## src/core/qhp_consts.svh

```systemverilog
// constants of the quad uart host port: widths, timing counts, reset values
// assumes a single 40 MHz clock; included by its bare name
`ifndef QHP_CONSTS_SVH
`define QHP_CONSTS_SVH

// bus shape
`define QHP_NUM_CHAN 4
`define QHP_DATA_W 8
`define QHP_ADDR_W 3
`define QHP_CHAN_AW 2

// timing: clock period and the shortest reset pulse that counts
`define QHP_CLK_NS 25
`define QHP_RST_MIN_NS 40
`define QHP_RST_MIN_CYC ((`QHP_RST_MIN_NS + `QHP_CLK_NS - 1) / `QHP_CLK_NS)
`define QHP_RST_CNT_W 4

// reset values of the status pins
`define QHP_INT_RST 1'b0
`define QHP_RDY_N_RST 1'b1
`define QHP_STAT_RST 1'b1

// line status bit positions carried by the room and idle outputs
`define QHP_STAT_TX_ROOM_BIT 5
`define QHP_STAT_TX_IDLE_BIT 6

`endif

```

## src/core/qhp_pkg.sv

```systemverilog
// types shared by the quad uart host port modules
// assumes nothing beyond the constants header
package qhp_pkg;

  // bus cycle tracker; idle -> read -> idle and idle -> write -> idle
  typedef enum logic [1:0] {
    QHP_IDLE = 2'b00,
    QHP_READ = 2'b01,
    QHP_WRITE = 2'b10
  } qhp_bus_state_type;

endpackage

```

## src/core/qhp_sel_if.sv

```systemverilog
// channel selection carrier between the host port top and its decoder
// assumes one clock domain; purely combinational signals
`timescale 1ns/100ps

interface qhp_sel_if;
  logic strobe_mode;
  logic [3:0] cs_n;
  logic chip_sel_n;
  logic [1:0] chan_addr;
  logic [3:0] sel;
  logic any;
  logic multi;

  modport decoder (
    input strobe_mode,
    input cs_n,
    input chip_sel_n,
    input chan_addr,
    output sel,
    output any,
    output multi
  );

  modport user (
    output strobe_mode,
    output cs_n,
    output chip_sel_n,
    output chan_addr,
    input sel,
    input any,
    input multi
  );
endinterface

```

## src/core/qhp_chan_decode.sv

```systemverilog
// channel select decoder for both bus styles
// assumes the pin levels on the interface are already synchronous
`timescale 1ns/100ps

module qhp_chan_decode (
  // selection carrier
  qhp_sel_if.decoder sel_if
);

  wire [3:0] strobe_sel;
  wire [3:0] rw_sel;
  wire [3:0] sel_m1;

  // strobe style: each low select picks its own channel, all low picks all
  assign strobe_sel = ~sel_if.cs_n; // RL6 RL7
  // read/write style: one select plus two channel address bits
  assign rw_sel = sel_if.chip_sel_n ? 4'h0 : (4'h1 << sel_if.chan_addr); // RL8
  // address decode only counts in read/write style
  assign sel_if.sel = sel_if.strobe_mode ? strobe_sel : rw_sel; // RL5 RL9
  assign sel_if.any = |sel_if.sel;
  assign sel_m1 = sel_if.sel - 4'h1;
  assign sel_if.multi = |(sel_if.sel & sel_m1);

endmodule

```

## src/core/qhp_host_port.sv

```systemverilog
// host side port of a four channel uart: bus cycles, channel select, reset
// qualification and the per-channel interrupt and ready pins
// assumes all pins are synchronous to ref_clk_i; channel cores sit behind reg_*
//
// Operation
// RL1: host port has 8 data bits, 3 register address lines and strobes.
// RL2: a bus cycle is driven only by selects and strobes, no baud clock.
// RL3: four channels share one data bus; only the selected one answers.
// RL4: reset pulse longer than 40 ns resets all channels; host supplies it.
// RL5: bus mode pin high gives strobe style, low gives read/write style.
// RL6: in strobe style each low channel select picks channel A to D.
// RL7: all selects low write every channel; host never reads multiple channels.
// RL8: read/write style: select low, two address bits pick channel A to D.
// RL9: channel address bits count only in read/write style.
// RL10: fifo off: transmit interrupt low with byte held, high when empty.
// RL11: fifo on: transmit interrupt high below trigger, low above it.
// RL12: fifo off: receive interrupt high with one byte, low with none.
// RL13: fifo on: receive interrupt high above trigger, low below it.
// RL14: fifo control bit 3 picks block mode; cleared means single character.
// RL15: block mode only changes the receive and transmit ready pins.
// RL16: fifo off: receive ready low with a byte held, high with none.
// RL17: fifo on, no block: receive ready low while fifo holds a byte.
// RL18: block: receive ready falls at trigger or timeout, rises when empty.
// RL19: fifo off: transmit ready low when holding register empty.
// RL20: fifo on, no block: transmit ready low only while fifo empty.
// RL21: block: transmit ready low with free space, high only when full.
// RL22: line status bits 5 and 6 show transmit room and transmitter idle.
// RL23: read/write style reset pin is active low, 40 ns minimum.
// RL24: during reset serial output held high, input ignored, outputs reset.
// RL25: data bus driven only while a channel is selected and read.
`timescale 1ns/100ps
`include "qhp_consts.svh"

module qhp_host_port #(
  parameter int NUM_CHAN = `QHP_NUM_CHAN,
  parameter int DATA_W = `QHP_DATA_W,
  parameter int ADDR_W = `QHP_ADDR_W
) (
  // clock, reset, enable
  input wire logic ref_clk_i,
  input wire logic rst_i,
  input wire logic clk_en_i,
  // device pins: mode and reset
  input wire logic mode_strobe_i,
  input wire logic reset_pin_i,
  // strobe style selects and strobes
  input wire logic chan_a_select_n_i,
  input wire logic chan_b_select_n_i,
  input wire logic chan_c_select_n_i,
  input wire logic chan_d_select_n_i,
  input wire logic read_strobe_n_i,
  input wire logic write_strobe_n_i,
  // read/write style select, direction and channel address
  input wire logic chip_select_n_i,
  input wire logic rd_wr_n_i,
  input wire logic [1:0] chan_addr_i,
  // register address and data bus, split into three signals
  input wire logic [ADDR_W-1:0] addr_i,
  input wire logic [DATA_W-1:0] data_i,
  output logic [DATA_W-1:0] data_o,
  output logic data_oe_o,
  // to and from the channel cores
  output logic [ADDR_W-1:0] reg_addr_o,
  output logic [DATA_W-1:0] reg_wdata_o,
  output logic [NUM_CHAN-1:0] reg_wr_o,
  output logic [NUM_CHAN-1:0] reg_rd_o,
  output logic chan_reset_o,
  input wire logic [NUM_CHAN*DATA_W-1:0] rd_data_i,
  // per-channel state from the channel cores
  input wire logic [NUM_CHAN-1:0] fifo_en_i,
  input wire logic [NUM_CHAN-1:0] block_mode_i,
  input wire logic [NUM_CHAN-1:0] rx_held_i,
  input wire logic [NUM_CHAN-1:0] rx_at_trig_i,
  input wire logic [NUM_CHAN-1:0] rx_timeout_i,
  input wire logic [NUM_CHAN-1:0] tx_held_i,
  input wire logic [NUM_CHAN-1:0] tx_above_trig_i,
  input wire logic [NUM_CHAN-1:0] tx_full_i,
  input wire logic [NUM_CHAN-1:0] tx_shift_empty_i,
  // per-channel pins and line status bits
  output logic [NUM_CHAN-1:0] tx_int_o,
  output logic [NUM_CHAN-1:0] rx_int_o,
  output logic [NUM_CHAN-1:0] rx_avail_n_o,
  output logic [NUM_CHAN-1:0] tx_space_n_o,
  output logic [NUM_CHAN-1:0] tx_room_o,
  output logic [NUM_CHAN-1:0] tx_idle_o
);

  localparam logic [`QHP_RST_CNT_W-1:0] RST_MIN_CYC = `QHP_RST_CNT_W'(`QHP_RST_MIN_CYC);

  ////////////////////////////////////////////////////////////////////////////
  // channel selection

  qhp_sel_if sel_if ();

  assign sel_if.strobe_mode = mode_strobe_i;
  assign sel_if.cs_n = {chan_d_select_n_i, chan_c_select_n_i, chan_b_select_n_i, chan_a_select_n_i};
  assign sel_if.chip_sel_n = chip_select_n_i;
  assign sel_if.chan_addr = chan_addr_i;

  qhp_chan_decode u_decode (
    .sel_if(sel_if.decoder)
  );

  ////////////////////////////////////////////////////////////////////////////
  // device reset qualification

  logic [`QHP_RST_CNT_W-1:0] rst_cnt;
  wire rst_pin_act;
  wire [`QHP_RST_CNT_W-1:0] rst_cnt_inc;
  wire [`QHP_RST_CNT_W-1:0] next_rst_cnt;
  wire next_chan_reset;

  // pin polarity follows the bus style
  assign rst_pin_act = mode_strobe_i ? reset_pin_i : ~reset_pin_i; // RL4 RL23
  assign rst_cnt_inc = rst_cnt + `QHP_RST_CNT_W'(1);
  // saturating count so a long pulse cannot wrap and drop the reset
  assign next_rst_cnt = !rst_pin_act ? '0 : (rst_cnt >= RST_MIN_CYC) ? rst_cnt : rst_cnt_inc;
  // glitches shorter than the minimum never reach the channels
  assign next_chan_reset = rst_pin_act && (next_rst_cnt >= RST_MIN_CYC); // RL4 RL23

  // width counter and the qualified reset to the channel cores
  always_ff @(posedge ref_clk_i) begin
    if (rst_i) begin
      rst_cnt <= '0;
      chan_reset_o <= 1'b1;
    end else if (clk_en_i) begin
      rst_cnt <= next_rst_cnt;
      chan_reset_o <= next_chan_reset; // RL24
    end
  end

  ////////////////////////////////////////////////////////////////////////////
  // bus cycle tracking

  qhp_pkg::qhp_bus_state_type state;
  qhp_pkg::qhp_bus_state_type next_state;
  wire read_req;
  wire write_req;
  wire start_rd;
  wire start_wr;
  wire [1:0] chan_idx;
  wire [DATA_W-1:0] rd_mux;

  // direction from the strobes or from the single direction pin
  assign read_req = sel_if.any && (mode_strobe_i ? !read_strobe_n_i : rd_wr_n_i); // RL5 RL2
  assign write_req = sel_if.any && (mode_strobe_i ? !write_strobe_n_i : !rd_wr_n_i); // RL5 RL2
  assign start_wr = (state == qhp_pkg::QHP_IDLE) && write_req && !next_chan_reset;
  // a read with several channels selected is not serviced at all
  assign start_rd = (state == qhp_pkg::QHP_IDLE) && read_req && !write_req && !sel_if.multi
    && !next_chan_reset; // RL7
  assign chan_idx = {sel_if.sel[3] | sel_if.sel[2], sel_if.sel[3] | sel_if.sel[1]};
  assign rd_mux = rd_data_i[{chan_idx, 3'b000} +: DATA_W]; // RL3

  // cycle ends when its own strobe or select drops
  always_comb begin
    next_state = state;
    unique case (state)
      qhp_pkg::QHP_IDLE: begin
        if (start_wr) begin
          next_state = qhp_pkg::QHP_WRITE;
        end else if (start_rd) begin
          next_state = qhp_pkg::QHP_READ;
        end
      end
      qhp_pkg::QHP_READ: begin
        if (!read_req || sel_if.multi || next_chan_reset) begin
          next_state = qhp_pkg::QHP_IDLE;
        end
      end
      qhp_pkg::QHP_WRITE: begin
        if (!write_req || next_chan_reset) begin
          next_state = qhp_pkg::QHP_IDLE;
        end
      end
      default: begin
        next_state = qhp_pkg::QHP_IDLE;
      end
    endcase
  end

  // state register
  always_ff @(posedge ref_clk_i) begin
    if (rst_i) begin
      state <= qhp_pkg::QHP_IDLE;
    end else if (clk_en_i) begin
      state <= next_state;
    end
  end

  // one write or read pulse per cycle to the selected channels
  always_ff @(posedge ref_clk_i) begin
    if (rst_i) begin
      reg_wr_o <= '0;
      reg_rd_o <= '0;
    end else if (clk_en_i) begin
      reg_wr_o <= start_wr ? sel_if.sel : '0; // RL7 RL3
      reg_rd_o <= start_rd ? sel_if.sel : '0; // RL3
    end
  end

  // address and write data latched at the start of a cycle
  always_ff @(posedge ref_clk_i) begin
    if (rst_i) begin
      reg_addr_o <= '0;
      reg_wdata_o <= '0;
    end else if (clk_en_i && (start_wr || start_rd)) begin
      reg_addr_o <= addr_i; // RL1
      reg_wdata_o <= data_i; // RL1
    end
  end

  // read data follows the selected channel for the length of the read
  always_ff @(posedge ref_clk_i) begin
    if (rst_i) begin
      data_o <= '0;
      data_oe_o <= 1'b0;
    end else if (clk_en_i) begin
      data_o <= (next_state == qhp_pkg::QHP_READ) ? rd_mux : '0;
      data_oe_o <= (next_state == qhp_pkg::QHP_READ); // RL25
    end
  end

  ////////////////////////////////////////////////////////////////////////////
  // per-channel interrupt, ready and line status pins

  genvar ch;
  generate
    for (ch = 0; ch < NUM_CHAN; ch++) begin : g_chan
      logic blk_low;
      wire blk_on;
      wire next_tx_int;
      wire next_rx_int;
      wire next_blk_low;
      wire next_rx_avail_n;
      wire next_tx_space_n;
      wire next_tx_room;
      wire next_tx_idle;

      // block mode means nothing with the fifos off
      assign blk_on = fifo_en_i[ch] && block_mode_i[ch]; // RL14
      // interrupts do not depend on block mode
      assign next_tx_int = fifo_en_i[ch] ? !tx_above_trig_i[ch] : !tx_held_i[ch]; // RL10 RL11 RL15
      assign next_rx_int = fifo_en_i[ch] ? rx_at_trig_i[ch] : rx_held_i[ch]; // RL12 RL13 RL15
      // block receive ready: falls on trigger or timeout, rises only on empty
      assign next_blk_low = (rx_at_trig_i[ch] || rx_timeout_i[ch]) ? 1'b1
        : !rx_held_i[ch] ? 1'b0 : blk_low; // RL18
      assign next_rx_avail_n = blk_on ? !next_blk_low : !rx_held_i[ch]; // RL16 RL17 RL18
      assign next_tx_space_n = blk_on ? tx_full_i[ch] : tx_held_i[ch]; // RL19 RL20 RL21
      assign next_tx_room = fifo_en_i[ch] ? !tx_full_i[ch] : !tx_held_i[ch]; // RL22
      assign next_tx_idle = !tx_held_i[ch] && tx_shift_empty_i[ch]; // RL22

      // pins forced to reset values while either reset is active
      always_ff @(posedge ref_clk_i) begin
        if (rst_i) begin
          blk_low <= 1'b0;
          tx_int_o[ch] <= `QHP_INT_RST;
          rx_int_o[ch] <= `QHP_INT_RST;
          rx_avail_n_o[ch] <= `QHP_RDY_N_RST;
          tx_space_n_o[ch] <= `QHP_RDY_N_RST;
          tx_room_o[ch] <= `QHP_STAT_RST;
          tx_idle_o[ch] <= `QHP_STAT_RST;
        end else if (clk_en_i) begin
          blk_low <= next_chan_reset ? 1'b0 : next_blk_low;
          tx_int_o[ch] <= next_chan_reset ? `QHP_INT_RST : next_tx_int; // RL24
          rx_int_o[ch] <= next_chan_reset ? `QHP_INT_RST : next_rx_int; // RL24
          rx_avail_n_o[ch] <= next_chan_reset ? `QHP_RDY_N_RST : next_rx_avail_n; // RL24
          tx_space_n_o[ch] <= next_chan_reset ? `QHP_RDY_N_RST : next_tx_space_n; // RL24
          tx_room_o[ch] <= next_chan_reset ? `QHP_STAT_RST : next_tx_room;
          tx_idle_o[ch] <= next_chan_reset ? `QHP_STAT_RST : next_tx_idle;
        end
      end

    end
  endgenerate
endmodule

```

## config.mk

```make
export PLATFORM = sky130hd
export DESIGN_NAME = qhp_host_port
export DESIGN_NICKNAME = d
export VERILOG_FILES = /design/src/core/qhp_pkg.sv /design/src/core/qhp_sel_if.sv /design/src/core/qhp_chan_decode.sv /design/src/core/qhp_host_port.sv
export VERILOG_INCLUDE_DIRS = /design/src /design/src/core
export SDC_FILE = /design/constraint.sdc
export NUM_CORES = 1
export LEC_CHECK = 0
export ABC_AREA = 1
export BUFFER_PORTS_ARGS = -buffer_cell sky130_fd_sc_hd__buf_4
export CAP_MARGIN = 20
export CORE_MARGIN = 10
export CORE_UTILIZATION = 25
export CTS_BUF_LIST = sky130_fd_sc_hd__clkbuf_4 sky130_fd_sc_hd__clkbuf_8 sky130_fd_sc_hd__clkbuf_16
export CTS_CLUSTER_SIZE = 8
export DETAILED_ROUTE_END_ITERATION = 8
export PLACE_DENSITY = 0.54
export SKIP_LAST_GASP = 1
export SLEW_MARGIN = 40
export SYNTH_ARGS = -nofsm -noshare
export SYNTH_HDL_FRONTEND = slang
export SYNTH_HIERARCHICAL = 1
export SYNTH_SLANG_ARGS = --single-unit
```

## constraint.sdc

```tcl
create_clock -name ref_clk_i -period 1.92 [get_ports ref_clk_i]
set_clock_uncertainty 0.2 [all_clocks]
set_input_delay 0.096 -clock ref_clk_i [delete_from_list [all_inputs] [get_ports ref_clk_i]]
set_output_delay 0.096 -clock ref_clk_i [all_outputs]
set_load 0.01 [all_outputs]
```

==> reports/summary.txt <==
status = completed
Die Y = 133.5 microns
post-synthesis instance total = 472
worst skew pair latency = 330 ps
Final Instance Area = 0.005575 sq mm
Reg clk slew, reported paths = 60 ps
TritonCTS clock tree = built
area grow syn2layout = 73.05%
max-slew violations = 0
Post-synth EDFFs = 0
Min Clock Period, post-route = 1844 ps
row cnt = 41
Synth warnings = 6
core area = 0.01262 sq mm
syn nets = 568
critical path startpoint category = flip-flop
largest registers = data_o x8, reg_wdata_o x8
pin count of the biggest net entering global routing = 51
FF+latch count, synth = 63
final core occ = 44.18%
Synth area leaders = dfxtp_1, nand2_1, a21oi_1
CTS H-tree depth = 3
Worst R2R Setup Slack = 80 ps
initial antenna violation count = 0
starting density of the core = 25.53%
placed instance area = 0.004576 sq mm
Setup Crit Path Kind = reg2reg
via density per instance = 4.491
Worst setup EP type = flip-flop
post-detail-place hpwl = 8.922 mm
vias after detailed routing = 3876
data required time of the worst path = 1910 ps
number of global-route vias before repair = 3939
Post-synth top flop = dfxtp_1
critical path startpoint = rst_cnt[0]
leakage power = 2.632 nW
Remaining DRCs = 0
post-route ant nets = 0
fmax = 542.2 MHz
Tcrit/Tclk final = 96.06%
clock sinks = 63
crit path max fanout = 6
worst path arrival time = 1840 ps
Reg2Reg Launch Point = rst_cnt[0]
dpl cells = 784
I/O pin total = 147
Min-Delay Path Class = in2reg
syn avg cell area = 6.826 sq um
first drt pass iteration count = 5
maxcap violations = 0
Final setup viols = 0
sequential cell area fraction in the yosys report = 39.15%
dpl ws = -34.49 ps
Layout Nets = 782
DR WL/cell = 14.24 microns
gp weighted congestion = 0.7700
area leader, netlist = dfxtp_1
Slew HR = 70.70%
layout cells sized above 1 = 31.55%
global route overflow = 0
Post-Syn Area = 0.003222 sq mm
Clock Path Buffers = 2
post-route insts no fill = 863
first-pass GRT wire length = 19.65 mm
RSZ-0062 raised after global routing = true
hold_sp = block_mode_i[1]
Max IR drop VDD = 0.4186 mV
Die ar. = 0.01783 sq mm
pwr/cell area = 754.0 mW/mm^2
Chip Width = 133.5 microns
worst slew pin tran = 439.0 ps
Synth top area share = 39.15%
Port-buffer cells = 146
Overall Global Routing Usage = 13.48%
ys async rst share = 0%
final WL = 12.29 mm
final hold vios = 0
Initial DRC Count = 209
Synth cell types = 31
Root Buffer = clkbuf_16
final worst slack = 75.67 ps
CTS Buf Count = 9
# diodes = 0
[stage by stage]
| step | hold slack (ps) | setup TNS (ps) | total power [mW] |
|---|---|---|---|
| finish | 2.074 | 0 | 4.204 |
| global route | 36.14 | -146.7 | 4.430 |
| CTS | 2.715 | 0 | 4.245 |
| detailed placement | 177.8 | -391.8 | 2.420 |
| global placement | 169.3 | 0 | 2.405 |
| floorplan | 25.42 | 0 | 1.974 |
[final timing paths]
check / depth (start not counted) / to
min reg2reg: 2 / chan_reset_o
max: 10 / tx_idle_o[1]
min: 4 / tx_space_n_o[1]
max reg2reg: 10 / tx_idle_o[1]
[power breakdown]
part / leakage, nW / switching (mW) / internal [mW] / total [mW]
registers: 0.519 / 0.0565 / 1.41 / 1.47
clock network: 0.141 / 0.613 / 1.05 / 1.67
logic: 1.97 / 0.522 / 0.549 / 1.07
[synth_stat cells (5+ instances only)]
cell,count
nand4_1,17
nor2_1,55
inv_1,51
buf_2,5
nand3_1,38
o22ai_1,8
o21ai_0,37
clkbuf_1,11
inv_2,7
dfxtp_1,63
nand2_1,93
a21oi_1,45
nor3_2,6
[routing by layer]
layer	up-vias	track usage, %	routed length [microns]
met4	0	5.623	313
li1	1991	-	-
met5	-	0	0
met3	25	4.248	714
met2	114	23.35	6123
met1	1746	14.89	5139
[critical path, stage by stage, from the launching register on]
cell	delay (ps)
dfxtp_2	330
inv_2	50
ha_4	160
nor2_4	110
nand3_2	90
nand3_2	100
nand3_4	110
a21oi_4	200
buf_12	140
buf_12	110
o311ai_0	100
[cell usage in the layout, fill, tap and decap left out, drive strengths merged]
cell type	count
o211ai	4
buf	166
or2	1
nor3	9
inv	58
o21ai	37
ha	2
nor2	60
xnor2	1
a21oi	47
clkbuf	11
o22ai	8
dlygate4sd3	59
clkinv	2
dfxtp	63
nand4	17
bufinv	1
nand3	40
o311ai	4
bufbuf	1
nand2	97
clkinvlp	3
[logic make-up after synthesis]
kind of cell | Yosys count | share of synthesized area (%)
AO/OA/AOI/OAI | 100 | 17.09
flip-flops | 63 | 39.15
buffers and inverters | 82 | 10.68
AND/OR/NAND/NOR | 224 | 32.04
XOR/XNOR | 1 | 0.2719
adder cells (fa/ha/maj) | 2 | 0.7766
[area by class of cell]
class,count,area [sq um]
Clock inverter,5,57.56
Fill cell,1307,7044
Inverter,59,226.5
Tap cell,172,215.2
Timing Repair Buffer,226,1919
Clock buffer,11,246.5
Sequential cell,63,1264
Multi-Input combinational cell,327,1647
[timing repair]
item	4_1_cts	5_1_grt
hold buffers	59	0
endpoints found under the hold margin	57	0
cloned	1	0
resized for setup	11	4
setup buffers	3	0
setup endpoints to repair	31	45
pin swaps	5	3
(Power assumes the default switching activity.)
